**config.mk**
```make
export PLATFORM = sky130hd
export DESIGN_NAME = tcp_timer
export DESIGN_NICKNAME = d
export VERILOG_FILES = /design/src/tcp_pkg.sv /design/src/tcp_sync.sv /design/src/tcp_timer.sv
export SDC_FILE = /design/constraint.sdc
export NUM_CORES = 1
export LEC_CHECK = 0
export BUFFER_PORTS_ARGS = -buffer_cell sky130_fd_sc_hd__buf_2
export CORE_MARGIN = 2
export CORE_UTILIZATION = 45
export DETAILED_ROUTE_END_ITERATION = 6
export PLACE_DENSITY = 0.66
export SETUP_SLACK_MARGIN = 0.2
export SLEW_MARGIN = 40
export SYNTH_ARGS = -nofsm -noshare
export SYNTH_HDL_FRONTEND = slang
export SYNTH_SLANG_ARGS = --single-unit
```
**constraint.sdc**
```tcl
create_clock -name clk_in -period 4 [get_ports clk_in]
set_clock_uncertainty 0.15 [all_clocks]
set_input_delay 0.2 -clock clk_in [delete_from_list [all_inputs] [get_ports clk_in]]
set_output_delay 0.2 -clock clk_in [all_outputs]
set_load 0.02 [all_outputs]
```
**src/tcp_pkg.sv**
```systemverilog
// ============================================================
// timer/counter shared definitions
package tcp_pkg;

   localparam int CNT_W  = 16;
   localparam int ADDR_W = 5;
   localparam int DATA_W = 32;
   localparam int BE_W   = 4;

   // ============================================================
   // register byte offsets
   localparam logic [ADDR_W-1:0] OFS_CTRL = 5'h00;
   localparam logic [ADDR_W-1:0] OFS_TOP  = 5'h04;
   localparam logic [ADDR_W-1:0] OFS_CMP  = 5'h08;
   localparam logic [ADDR_W-1:0] OFS_CNT  = 5'h0c;
   localparam logic [ADDR_W-1:0] OFS_CAP  = 5'h10;
   localparam logic [ADDR_W-1:0] OFS_STAT = 5'h14;
   localparam logic [ADDR_W-1:0] OFS_MASK = 5'h18;
   localparam logic [ADDR_W-1:0] OFS_PEND = 5'h1c;

   // ============================================================
   // interrupt bit layout (status, mask, pending)
   localparam int IRQ_W   = 3;
   localparam int IRQ_OVF = 0;
   localparam int IRQ_CMP = 1;
   localparam int IRQ_CAP = 2;
   localparam logic [IRQ_W-1:0] IRQ_OVF_ONLY = 3'h1;

   // ============================================================
   // modes and control word
   typedef enum logic [1:0] {
      MODE_WDOG,
      MODE_CTC,
      MODE_FAST,
      MODE_PFC
   } tcp_mode_e;

   typedef logic [2:0] tcp_presc_t;

   // bit 8 rst_en, 7 cap_en, 6:4 presc, 3 clk_ext, 2:1 mode, 0 run
   typedef struct packed {
      logic       rst_en;
      logic       cap_en;
      tcp_presc_t presc;
      logic       clk_ext;
      tcp_mode_e  mode;
      logic       run;
   } tcp_ctrl_s;

   localparam int CTRL_W = 9;
   localparam tcp_ctrl_s CTRL_RST = '0;

   // ============================================================
   // prescaler terminal counts (divide by 1, 8, 64, 256, 1024)
   localparam int PRE_W = 10;
   localparam logic [PRE_W-1:0] PRE_LIM_1    = 10'h000;
   localparam logic [PRE_W-1:0] PRE_LIM_8    = 10'h007;
   localparam logic [PRE_W-1:0] PRE_LIM_64   = 10'h03f;
   localparam logic [PRE_W-1:0] PRE_LIM_256  = 10'h0ff;
   localparam logic [PRE_W-1:0] PRE_LIM_1024 = 10'h3ff;

   function automatic logic [PRE_W-1:0] tcp_pre_lim(input tcp_presc_t code);
      logic [PRE_W-1:0] lim;
      lim = PRE_LIM_1;
      case (code)
         3'h1:    lim = PRE_LIM_8;
         3'h2:    lim = PRE_LIM_64;
         3'h3:    lim = PRE_LIM_256;
         3'h4:    lim = PRE_LIM_1024;
         default: lim = PRE_LIM_1;
      endcase
      return lim;
   endfunction

endpackage

```
**src/tcp_sync.sv**
```systemverilog
`timescale 1ns/1ps
// ============================================================
// two-stage synchroniser for asynchronous pins
module tcp_sync #(
   parameter int W = 1
) (
   input  wire logic         clk_in,   // system clock
   input  wire logic         rstn_in,  // async reset, active low
   input  wire logic [W-1:0] d_in,     // asynchronous inputs
   output logic      [W-1:0] q_out     // synchronised outputs
);
   logic [W-1:0] meta_q;
   logic [W-1:0] sync_q;

   if (W < 1) begin : g_chk
      $error("tcp_sync width must be at least one");
   end

   always_ff @(posedge clk_in or negedge rstn_in) begin
      if (!rstn_in) begin
         meta_q <= '0;
         sync_q <= '0;
      end else begin
         meta_q <= d_in;
         sync_q <= meta_q;
      end
   end

   assign q_out = sync_q;
endmodule

```
**src/tcp_timer.sv**
```systemverilog
`timescale 1ns/1ps
// Summary of operation
// - 16-bit up/down counter feeding a compare unit with PWM output
// - modes: watchdog, clear on compare match, fast PWM, phase-frequency PWM
// - count source selectable, then divided by a programmable prescaler
// - overflow, compare match and capture reported as separate flags
// - capture edge in non-PWM bus mode stores the count as a time-stamp
// - stand-alone irq is overflow flag; bus mode uses status, mask, pending
// - one level interrupt to routing plus a separate wake-up pulse
// - PWM output glitch-free, period and duty updated only at period end
// - stand-alone preloads control and keeps the counter reset pin enabled
// - registers reached over the bus and the block answers there
module tcp_timer
   import tcp_pkg::*;
#(
   parameter int               CNT_W   = tcp_pkg::CNT_W,
   parameter tcp_pkg::tcp_ctrl_s SA_CTRL = tcp_pkg::CTRL_RST,
   parameter logic [15:0]      SA_TOP  = 16'hffff,
   parameter logic [15:0]      SA_CMP  = 16'h8000
) (
   input  wire logic                        clk_in,             // system clock
   input  wire logic                        rstn_in,            // async reset, active low
   input  wire logic [tcp_pkg::ADDR_W-1:0]  avs_address_in,     // byte address
   input  wire logic                        avs_read_in,        // read request
   input  wire logic                        avs_write_in,       // write request
   input  wire logic [tcp_pkg::DATA_W-1:0]  avs_writedata_in,   // write data
   input  wire logic [tcp_pkg::BE_W-1:0]    avs_byteenable_in,  // byte enables
   output logic      [tcp_pkg::DATA_W-1:0]  avs_readdata_out,   // read data
   output logic                             avs_waitrequest_out,// stall
   input  wire logic                        standalone_in,      // strap, no bus use
   input  wire logic                        count_clock_in,     // external count clock pin
   input  wire logic                        counter_reset_n_in, // counter reset pin
   input  wire logic                        capture_trigger_in, // capture trigger pin
   output logic                             waveform_out,       // compare/PWM output
   output logic                             counter_irq_out,    // level interrupt
   output logic                             wake_irq_out        // wake-up pulse
);
   import tcp_pkg::*;

   if (CNT_W < 2 || CNT_W > 16) begin : g_chk
      $error("tcp_timer counter width must be 2 to 16");
   end

   localparam logic [CNT_W-1:0] CNT_MAX = {CNT_W{1'b1}};
   localparam logic [CNT_W-1:0] CNT_ONE = {{(CNT_W-1){1'b0}}, 1'b1};

   // ============================================================
   // pin synchronisers
   logic [2:0] pins_s;
   logic       cclk_s;
   logic       crst_s;
   logic       trig_s;

   tcp_sync #(.W(3)) u_sync (
      .clk_in  (clk_in),
      .rstn_in (rstn_in),
      .d_in    ({count_clock_in, !counter_reset_n_in, capture_trigger_in}),
      .q_out   (pins_s)
   );

   assign cclk_s  = pins_s[2];
   assign crst_s  = pins_s[1]; // inverted pin, so flop reset value is idle
   assign trig_s  = pins_s[0];

   // ============================================================
   // bus and configuration state
   logic                wait_q, wait_d;
   logic [DATA_W-1:0]   rdata_q, rdata_d;
   tcp_ctrl_s           ctrl_q, ctrl_d;
   logic [CNT_W-1:0]    top_q, top_d;
   logic [CNT_W-1:0]    cmp_q, cmp_d;
   logic [IRQ_W-1:0]    mask_q, mask_d;
   logic                sa_q, sa_d;
   logic                strap_q, strap_d;
   logic [DATA_W-1:0]   rd_mux;
   logic [DATA_W-1:0]   wr_merged;
   logic                acc;
   logic                wr_en;
   logic                rd_en;
   logic                cnt_wr;
   logic                stat_rd;

   // counter state
   logic [CNT_W-1:0]    cnt_q, cnt_d;
   logic [PRE_W-1:0]    pre_q, pre_d;
   logic                dir_q, dir_d;
   logic [CNT_W-1:0]    atop_q, atop_d;
   logic [CNT_W-1:0]    acmp_q, acmp_d;
   logic                wave_q, wave_d;
   logic [CNT_W-1:0]    cap_q, cap_d;
   logic [IRQ_W-1:0]    status_q, status_d;
   logic                irq_q, irq_d;
   logic                wake_q, wake_d;
   logic                cclk_prev_q;
   logic                trig_prev_q;
   logic [IRQ_W-1:0]    ev;
   logic                tick;
   logic                pwm;
   logic                crst_act;

   function automatic logic [DATA_W-1:0] be_merge(input logic [DATA_W-1:0] old,
                                                  input logic [DATA_W-1:0] nw,
                                                  input logic [BE_W-1:0]   be);
      logic [DATA_W-1:0] r;
      r = old;
      for (int i = 0; i < BE_W; i++) begin
         if (be[i]) begin
            r[8*i +: 8] = nw[8*i +: 8];
         end
      end
      return r;
   endfunction

   // a request is taken on the edge where waitrequest is seen low
   assign acc     = (avs_read_in || avs_write_in) && !wait_q;
   assign wr_en   = acc && avs_write_in && !sa_q;
   assign rd_en   = acc && avs_read_in;
   assign cnt_wr  = wr_en && (avs_address_in == OFS_CNT);
   assign stat_rd = rd_en && (avs_address_in == OFS_STAT);

   // ============================================================
   // register readback
   always_comb begin
      rd_mux = '0;
      case (avs_address_in)
         OFS_CTRL: rd_mux[CTRL_W-1:0] = ctrl_q;
         OFS_TOP:  rd_mux[CNT_W-1:0]  = top_q;
         OFS_CMP:  rd_mux[CNT_W-1:0]  = cmp_q;
         OFS_CNT:  rd_mux[CNT_W-1:0]  = cnt_q;
         OFS_CAP:  rd_mux[CNT_W-1:0]  = cap_q;
         OFS_STAT: rd_mux[IRQ_W-1:0]  = status_q;
         OFS_MASK: rd_mux[IRQ_W-1:0]  = mask_q;
         OFS_PEND: rd_mux[IRQ_W-1:0]  = status_q & mask_q;
         default:  rd_mux = '0;
      endcase
   end

   assign wr_merged = be_merge(rd_mux, avs_writedata_in, avs_byteenable_in);

   // ============================================================
   // bus slave and configuration registers
   always_comb begin
      wait_d  = wait_q;
      rdata_d = rdata_q;
      ctrl_d  = ctrl_q;
      top_d   = top_q;
      cmp_d   = cmp_q;
      mask_d  = mask_q;
      sa_d    = sa_q;
      strap_d = 1'b1;
      if (!strap_q) begin
         sa_d = standalone_in;
      end
      if (wait_q && (avs_read_in || avs_write_in)) begin
         wait_d  = 1'b0;
         rdata_d = rd_mux;
      end else if (!wait_q) begin
         wait_d = 1'b1;
      end
      if (wr_en) begin
         case (avs_address_in)
            OFS_CTRL: ctrl_d = tcp_ctrl_s'(wr_merged[CTRL_W-1:0]);
            OFS_TOP:  top_d  = wr_merged[CNT_W-1:0];
            OFS_CMP:  cmp_d  = wr_merged[CNT_W-1:0];
            OFS_MASK: mask_d = wr_merged[IRQ_W-1:0];
            default:  ;
         endcase
      end
      if (sa_q) begin
         ctrl_d        = SA_CTRL;
         ctrl_d.rst_en = 1'b1;
         top_d         = SA_TOP[CNT_W-1:0];
         cmp_d         = SA_CMP[CNT_W-1:0];
         mask_d        = IRQ_OVF_ONLY;
      end
   end

   always_ff @(posedge clk_in or negedge rstn_in) begin
      if (!rstn_in) begin
         wait_q  <= 1'b1;
         rdata_q <= '0;
         ctrl_q  <= CTRL_RST;
         top_q   <= CNT_MAX;
         cmp_q   <= '0;
         mask_q  <= '0;
         sa_q    <= 1'b0;
         strap_q <= 1'b0;
      end else begin
         wait_q  <= wait_d;
         rdata_q <= rdata_d;
         ctrl_q  <= ctrl_d;
         top_q   <= top_d;
         cmp_q   <= cmp_d;
         mask_q  <= mask_d;
         sa_q    <= sa_d;
         strap_q <= strap_d;
      end
   end

   // ============================================================
   // prescaler, counter, compare, capture, flags
   assign pwm      = (ctrl_q.mode == MODE_FAST) || (ctrl_q.mode == MODE_PFC);
   assign crst_act = ctrl_q.rst_en && crst_s;

   always_comb begin
      logic src;
      src      = ctrl_q.clk_ext ? (cclk_s && !cclk_prev_q) : 1'b1;
      tick     = 1'b0;
      pre_d    = pre_q;
      cnt_d    = cnt_q;
      dir_d    = dir_q;
      atop_d   = atop_q;
      acmp_d   = acmp_q;
      wave_d   = wave_q;
      cap_d    = cap_q;
      ev       = '0;
      status_d = status_q;
      if (ctrl_q.run && src) begin
         if (pre_q >= tcp_pre_lim(ctrl_q.presc)) begin
            pre_d = '0;
            tick  = 1'b1;
         end else begin
            pre_d = pre_q + 1'b1;
         end
      end
      if (!pwm) begin
         atop_d = top_q;
         acmp_d = cmp_q;
      end
      if (tick) begin
         ev[IRQ_CMP] = (cnt_q == acmp_q);
         unique case (ctrl_q.mode)
            MODE_WDOG: begin
               cnt_d        = cnt_q + CNT_ONE;
               ev[IRQ_OVF]  = (cnt_q == CNT_MAX);
            end
            MODE_CTC, MODE_FAST: begin
               if (cnt_q >= atop_q) begin
                  cnt_d       = '0;
                  ev[IRQ_OVF] = 1'b1;
               end else begin
                  cnt_d = cnt_q + CNT_ONE;
               end
            end
            MODE_PFC: begin
               if (!dir_q) begin
                  if (cnt_q >= atop_q) begin
                     dir_d = 1'b1;
                     cnt_d = (cnt_q == '0) ? cnt_q : cnt_q - CNT_ONE;
                  end else begin
                     cnt_d = cnt_q + CNT_ONE;
                  end
               end else if (cnt_q == '0) begin
                  dir_d       = 1'b0;
                  cnt_d       = (atop_q == '0) ? cnt_q : CNT_ONE;
                  ev[IRQ_OVF] = 1'b1;
               end else begin
                  cnt_d = cnt_q - CNT_ONE;
               end
            end
         endcase
         if (pwm && ev[IRQ_OVF]) begin
            atop_d = top_q;
            acmp_d = cmp_q;
         end
         if (!pwm && ev[IRQ_CMP]) begin
            wave_d = !wave_q;
         end
      end
      if (cnt_wr) begin
         cnt_d = wr_merged[CNT_W-1:0];
         pre_d = '0;
      end
      if (crst_act) begin
         cnt_d  = '0;
         dir_d  = 1'b0;
         pre_d  = '0;
         wave_d = 1'b0;
      end
      if (ctrl_q.cap_en && !pwm && !sa_q && trig_s && !trig_prev_q) begin
         cap_d       = cnt_q;
         ev[IRQ_CAP] = 1'b1;
      end
      if (pwm) begin
         wave_d = (cnt_d < acmp_d);
      end
      if (stat_rd) begin
         status_d = status_q & ~rdata_q[IRQ_W-1:0];
      end
      if (sa_q && crst_act) begin
         status_d = '0;
      end
      status_d = status_d | ev;
      irq_d    = sa_d ? status_d[IRQ_OVF] : |(status_d & mask_d);
      wake_d   = |(ev & (sa_q ? IRQ_OVF_ONLY : mask_q));
   end

   always_ff @(posedge clk_in or negedge rstn_in) begin
      if (!rstn_in) begin
         pre_q       <= '0;
         cnt_q       <= '0;
         dir_q       <= 1'b0;
         atop_q      <= CNT_MAX;
         acmp_q      <= '0;
         wave_q      <= 1'b0;
         cap_q       <= '0;
         status_q    <= '0;
         irq_q       <= 1'b0;
         wake_q      <= 1'b0;
         cclk_prev_q <= 1'b0;
         trig_prev_q <= 1'b0;
      end else begin
         pre_q       <= pre_d;
         cnt_q       <= cnt_d;
         dir_q       <= dir_d;
         atop_q      <= atop_d;
         acmp_q      <= acmp_d;
         wave_q      <= wave_d;
         cap_q       <= cap_d;
         status_q    <= status_d;
         irq_q       <= irq_d;
         wake_q      <= wake_d;
         cclk_prev_q <= cclk_s;
         trig_prev_q <= trig_s;
      end
   end

   assign avs_readdata_out    = rdata_q;
   assign avs_waitrequest_out = wait_q;
   assign waveform_out        = wave_q;
   assign counter_irq_out     = irq_q;
   assign wake_irq_out        = wake_q;
endmodule

```
==> results.py, run 1 <==
metrics = {
    "outcome": {
        "outcome": "finished with violations",
        "violations": "negative setup slack",
    },
    "critical_path": {
        "crit_arrival_ns": 4.53,
        "crit_cells": 22,
        "cpMostUsedCell": "a21oi_1",
        "worstRegToRegCells": 22,
        "cpPeakStageDelay_ns": 0.39,
        "cpLargestDelayFamily": "compound AO/OA/AOI/OAI gates",
        "path_cells": "nor2_2 > buf_4 > a21oi_1 > ha_1 > a21o_1 > a21oi_1 > o211a_1 > or3_4 > buf_12 > buf_4 > nor3_1 > a21oi_1 > a21oi_1 > o22ai_2 > ha_4 > and3_1 > a21oi_1 > o211ai_1 > a41oi_1 > a211o_1 > o31ai_1 > o31ai_1",
        "cp.buffers_inverters": 3,
        "cp-start-kind": "flip-flop",
        "worstPathMaxFanout": 10,
        "criticalPathCategory": "flip-flop to flip-flop",
        "timing.rr.start": "ctrl_q[4]",
        "cp.required_ns": 4.16,
        "critPathCaptureType": "flip-flop",
        "cpMaxStageDelayCell": "dfrtp_1",
        "crit_start": "ctrl_q[4]",
    },
    "pwr": {
        "leakage_nw": 5.725,
        "pwr_density_cell_mw_per_mm2": 294.9,
        "power.total_w": 0.003519,
        "ir_drop_v": 0.0003052,
    },
    "synthesis": {
        "synth_enable_flop_cells": 0,
        "synth_top_family_by_area": "compound AO/OA/AOI/OAI gates",
        "synth_warnings": 0,
        "synth_area_mm2": 0.009281,
        "avgSynthCellArea_um2": 9.895,
        "synth_xor_xnor_area_share_pct": 2.265,
        "synth_adder_area_share_pct": 6.471,
        "synth_async_sr_flop_share_pct": 100.0,
        "synth-compound-area-share_pct": 18.67,
        "ys_seq_elements": 152,
        "synth-simple-area-share_pct": 15.31,
        "synthDistinctLibCells": 87,
        "synth_cells": 938,
        "seq_area_frac_synth_pct": 41.43,
        "ys.flop_type": "dfrtp_1",
        "muxShareOfSynthArea_pct": 9.652,
    },
    "detailed_routing": {
        "drc": 0,
        "drt-initial-drc-count": 829,
        "wire_per_inst_um": 22.03,
        "drtAntennaViolNets": 0,
        "drt-total-wl_um": 31320,
        "drt-pass1-iter-count": 6,
        "drt-vias-per-instance": 5.890,
        "dr_total_vias": 8376,
    },
    "global_routing": {
        "grt_pass1_wl_um": 48730,
        "grt_pass1_vias": 8389,
        "antenna_found_initial": 0,
        "grt_max_degree": 100,
        "grt_remaining_overflow": 0,
        "grt_usage_pct": 29.40,
    },
    "placed_design": {
        "io_buffer_count": 50,
        "hpwl_um": 23610,
        "place_congestion": 0.9909,
        "dp_cells": 1373,
    },
    "clock_network": {
        "max-clock-path-buffers": 2,
        "cts_buffers": 17,
        "root_buffer": "clkbuf_16",
        "cts_tree": "done",
        "clkSinkCount": 152,
        "ctsHtreeMaxLevel": 4,
        "clock_insertion_delay_worst_skew_ns": 0.44,
        "path_clk_slew_ns": 0.07,
    },
    "run": {
        "max-cap-violations": 0,
    },
    "sta": {
        "final.setup.worst_slack_ns": -0.3662,
        "layout_min_cycle_time_ns": 4.366,
        "slew_viol_final": 0,
        "slew_headroom_pct": 45.32,
        "tightest_slew_ns": 0.8202,
        "timing.hold.ws_ns": 0.06054,
        "rsz0062_at_grt": "true",
        "final-setup-viol-count": 1,
        "timing.fmax_ghz": 0.2290,
        "fin_crit_sh_pct": 109.2,
        "hold_viol_final": 0,
    },
    "floorplan": {
        "die_w_um": 147.6,
        "num_rows": 52,
        "start_util_pct": 45.87,
        "die_h_um": 147.6,
        "die-area_mm2": 0.02179,
        "core_area_mm2": 0.02023,
        "io_pins": 85,
    },
    "layout": {
        "fin_cells": 1422,
        "drive_above_1_share_pct": 35.33,
        "syn_to_final_growth_pct": 28.58,
        "antenna_cells": 0,
        "post-route-util_pct": 58.98,
        "nNetsFinal": 1236,
    },
    "min_path": {
        "min_path_cells": 3,
        "worstHoldPathType": "input port to flip-flop",
        "min-delay-start": "avs_writedata_in[11]",
    },
}
Yosys cell counts, types with 13 or more instances:
library cell / number / area share (%)
a211oi_1: 13 / 1.1
a21oi_1: 51 / 2.8
a22o_1: 21 / 2.0
buf_2: 19 / 1.0
buf_4: 16 / 1.3
clkbuf_1: 23 / 0.93
dfrtp_1: 119 / 32
dfstp_2: 33 / 9.3
ha_1: 48 / 6.5
inv_1: 53 / 2.1
mux2_2: 25 / 3.0
mux2_4: 16 / 2.6
mux2i_1: 36 / 3.9
nand2_1: 83 / 3.4
nand3_1: 20 / 1.1
nand4_1: 13 / 0.88
nor2_1: 44 / 1.8
nor3_1: 18 / 0.97
o21ai_0: 54 / 2.9
xor2_1: 21 / 2.0
final timing paths:
path / endpoint / slack [ns]
worst min register to register: u_sync.q_out[1] / 0.21
min in group asynchronous: cmp_q[13] / 0.23
worst max register to register: waveform_out / -0.37
worst max-delay path: waveform_out / -0.37
worst min-delay path: top_q[11] / 0.06
max in group asynchronous: top_q[0] / 2.59
per-stage QoR:
| stage | setup slack [ns] | TNS (ns) | area [um2] |
|---|---|---|---|
| floorplan | -0.03521 | -0.03521 | 9427 |
| global placement | -0.4912 | -0.4912 | 10980 |
| detailed placement | -0.6245 | -0.6245 | 10990 |
| CTS | -0.3965 | -0.3965 | 11810 |
| global route | -0.6554 | -0.6554 | 11930 |
| finish | -0.3662 | -0.3662 | 11930 |
area by class of cell:
type / count / area [um2]
Tap cell: 270 / 337.8
Inverter: 54 / 202.7
Sequential cell: 152 / 3845
Clock inverter: 14 / 160.2
Clock buffer: 18 / 429.2
Fill cell: 1721 / 8300
Multi-Input combinational cell: 680 / 5220
Timing Repair Buffer: 234 / 1739
cell families (layout without fill, tap and decap cells):
kind of cell,count (synthesis),count (layout)
and+or+nand+nor,264,264
muxes,78,78
buffers and inverters,121,320
xor gates and xnor gates,24,24
adders and majority gates,48,48
other,2,17
AOI/OAI and AO/OA,249,249
DFF,152,152
tightest hold or removal path, delay by kind of cell:
family | cells | cell delay [ns]
AO/OA/AOI/OAI | 1 | 0.17
buffers and inverters | 1 | 0.08
multiplexers | 1 | 0.16
state kept, by name, summed over array words and instances (netlist names):
register	count
u_sync.q_out	3
atop_q	16
cnt_q	16
sa_q	1
ctrl_q	9
strap_q	1
cclk_prev_q	1
avs_readdata_out	16
trig_prev_q	1
avs_waitrequest_out	1
pre_q	10
cmp_q	16
u_sync.meta_q	3
mask_q	3
top_q	16
cap_q	16
wake_irq_out	1
status_q	3
waveform_out	1
dir_q	1
counter_irq_out	1
acmp_q	16
placed cells by master, fill, tap and decap left out, drive strengths merged, types with 10 or more instances in the layout:
| cell | synthesis | routed |
|---|---|---|
| a211oi | 13 | 13 |
| a21oi | 53 | 53 |
| a22o | 21 | 21 |
| a22oi | 10 | 10 |
| a31oi | 10 | 10 |
| and3 | 13 | 13 |
| buf | 44 | 226 |
| clkbuf | 23 | 18 |
| conb | 2 | 17 |
| dfrtp | 119 | 119 |
| dfstp | 33 | 33 |
| ha | 48 | 48 |
| inv | 53 | 61 |
| mux2 | 41 | 41 |
| mux2i | 37 | 37 |
| nand2 | 84 | 84 |
| nand3 | 20 | 20 |
| nand4 | 15 | 15 |
| nor2 | 48 | 48 |
| nor3 | 19 | 19 |
| nor4 | 14 | 14 |
| o21ai | 59 | 59 |
| o22ai | 10 | 10 |
| or3 | 10 | 10 |
| xor2 | 21 | 21 |
metal layers:
layer	track usage, %	part of all wire (%)	vias to the layer above
met5	0	0	-
met4	11.68	3.4	0
met3	6.389	9.3	64
met2	46.44	46	455
met1	39.58	42	4045
li1	-	-	3812
power by group:
part	switching (W)	leakage, nW	total, W	internal, W
Clock	0.000760	0.287	0.00165	0.000889
Combinational	0.000195	3.48	0.000295	0.000101
Sequential	0.0000149	1.96	0.00157	0.00156
Total	0.000970	5.72	0.00352	0.00255
timing repair:
item	in CTS	in global routing
hold buffers	8	0
pin swaps	18	15
setup endpoints to repair	1	1
cloned	0	0
setup buffers	5	4
gates resized for setup	19	14
hold endpoints to repair	85	0
Power figures use the tool's default switching activity.
==> run 2: changes to the inputs <==
Settings changed: SKIP_LAST_GASP from default to 1.
==> run 2 against run 1 <==
- the run still ends with negative setup slack left
- routed wire length down 0.23%
- cell area down 0.85%
- die area unchanged
- non-clock buffer count down 3
- clock-buffer cell count unchanged
- final cell count down 0.21%
- combinational power about the same
- via count about the same
- first-iteration DRC count down 18%
==> results.py, run 2 (same netlist as run 1, synthesis figures left out) <==
metrics = {
    "outcome": {
        "outcome": "finished with violations",
        "violations": "negative setup slack",
    },
    "placed_design": {
        "io_buffer_count": 50,
        "dp_cells": 1373,
        "pre_cts_ws_ns": -0.6245,
        "place_congestion": 0.9909,
        "hpwl_um": 23610,
    },
    "detailed_routing": {
        "wire_per_inst_um": 22.02,
        "dr_total_vias": 8377,
        "drc": 0,
        "drt-pass1-iter-count": 5,
        "drt-total-wl_um": 31250,
        "drtAntennaViolNets": 0,
        "drt-vias-per-instance": 5.903,
        "drt-initial-drc-count": 681,
    },
    "sta": {
        "tightest_slew_ns": 0.8380,
        "slew_headroom_pct": 44.13,
        "timing.fmax_ghz": 0.2273,
        "final-setup-viol-count": 1,
        "layout_min_cycle_time_ns": 4.399,
        "rsz0062_at_grt": "true",
        "setup_tns_ns": -0.3989,
        "fin_crit_sh_pct": 110.0,
        "slew_viol_final": 0,
        "hold_viol_final": 0,
        "final.setup.worst_slack_ns": -0.3989,
    },
    "global_routing": {
        "antenna_found_initial": 0,
        "grt_pass1_wl_um": 48650,
        "grt_usage_pct": 29.35,
        "grt_max_degree": 100,
        "grt_remaining_overflow": 0,
        "grt_pass1_vias": 8410,
    },
    "layout": {
        "post-route-util_pct": 58.48,
        "seq_area_mm2": 0.003845,
        "final_common_cell": "buf_4",
        "final_cell_mix": "buf_4 (165), dfrtp_1 (119), nand2_1 (83)",
        "multi_input_area_mm2": 0.005145,
        "nNetsFinal": 1233,
        "drive_above_1_share_pct": 34.55,
        "syn_to_final_growth_pct": 27.49,
        "antenna_cells": 0,
        "fin_cells": 1419,
        "fillers": 1729,
    },
    "clock_network": {
        "clock_insertion_delay_worst_skew_ns": 0.45,
        "cts_tree": "done",
        "clkSinkCount": 152,
        "path_clk_slew_ns": 0.07,
        "max-clock-path-buffers": 2,
        "cts_buffers": 17,
        "ctsHtreeMaxLevel": 4,
        "root_buffer": "clkbuf_16",
    },
    "critical_path": {
        "cpMaxStageDelayCell": "or4_4",
        "worstPathMaxFanout": 5,
        "crit_arrival_ns": 4.56,
        "cp-start-kind": "flip-flop",
        "path_cells": "inv_1 > ha_1 > nand2_1 > or4_4 > a31oi_4 > buf_6 > nor3_2 > a21oi_2 > buf_4 > o32ai_1 > a21oi_1 > o22ai_2 > ha_1 > a21oi_1 > o211ai_1 > a41oi_1 > a211o_1 > o31ai_1 > o31ai_1",
        "cpPeakStageDelay_ns": 0.58,
        "criticalPathCategory": "flip-flop to flip-flop",
        "cp.required_ns": 4.16,
        "critPathCaptureType": "flip-flop",
    },
    "min_path": {
        "worstHoldPathType": "input port to flip-flop",
    },
    "floorplan": {
        "die_h_um": 147.6,
        "start_util_pct": 45.87,
        "die-area_mm2": 0.02179,
        "die_w_um": 147.6,
        "core_area_mm2": 0.02023,
        "io_pins": 85,
        "num_rows": 52,
    },
    "pwr": {
        "comb_power_share_pct": 8.3,
        "pwr-share-seq_pct": 44.6,
        "leakage_nw": 5.692,
        "power.switching_w": 0.0009774,
        "power.total_w": 0.003526,
        "p_int_w": 0.002549,
        "swShare_pct": 27.72,
        "pwr_density_cell_mw_per_mm2": 298.0,
        "p_clk_share_pct": 47.0,
        "ir_drop_v": 0.0003054,
    },
    "run": {
        "max-cap-violations": 0,
    },
}
run 2: cell count changes in the layout (fill, tap and decap cells not counted), sizes merged:
cell	previous run	this run
buf	226	223
run 2: worst max-delay path, delay by kind of cell (launching register included):
family	cells	cell delay, ns
fa+ha+maj	2	0.60
simple gates	3	0.72
flops	1	0.53
buf+inv	3	0.36
compound gates	11	1.89
run 2: path summary, 6_finish.rpt:
check | to | from | slack [ns] | depth (start not counted)
min reg2reg | u_sync.q_out[0] | u_sync.meta_q[0] | 0.21 | 0
max in group asynchronous | top_q[0] | rstn_in | 2.59 | 3
min | top_q[11] | avs_writedata_in[11] | 0.06 | 3
max | waveform_out | atop_q[11] | -0.40 | 19
max reg2reg | waveform_out | atop_q[11] | -0.40 | 19
min in group asynchronous | cmp_q[13] | rstn_in | 0.22 | 2
run 2: through the flow:
step                cell area [um2]  hold slack (ns)
CTS                           11770          0.05030
finish                        11830          0.05965
floorplan                      9427          -0.2456
detailed placement            10990           0.1411
global route                  11830           0.1070
global placement              10980           0.1586
run 2: area by class of cell:
type | instances | share of cell area (%)
tap | 270 | 2.855
multi-input combinational | 680 | 43.48
inverter | 54 | 1.713
sequential | 152 | 32.49
timing repair buffer | 231 | 14.48
clock buffer | 18 | 3.627
clock inverter | 14 | 1.353
run 2: power by group through the flow:
stage               sequential [W]  clock, W  combinational [W]
finish                     0.00157   0.00166           0.000294
global route               0.00158   0.00172           0.000317
CTS                        0.00157   0.00166           0.000291
detailed placement         0.00160         0           0.000281
global placement           0.00160         0           0.000277
floorplan                  0.00161         0           0.000140
run 2: routing by layer:
layer  vias up  GRT usage (%)  share of wire [%]
met5         -              0                  0
li1       3802              -                  -
met2       444          46.05                 45
met4         0          12.12                3.7
met3        67          6.389                9.4
met1      4064          39.57                 42
run 2: repair_timing:
| action | 4_1_cts | 5_1_grt |
|---|---|---|
| endpoints found under the setup margin | 1 | 1 |
| pin swaps | 18 | 11 |
| endpoints found under the hold margin | 85 | 0 |
| buffers inserted | 5 | 1 |
| gates resized for setup | 13 | 9 |
| hold buffers | 8 | 0 |
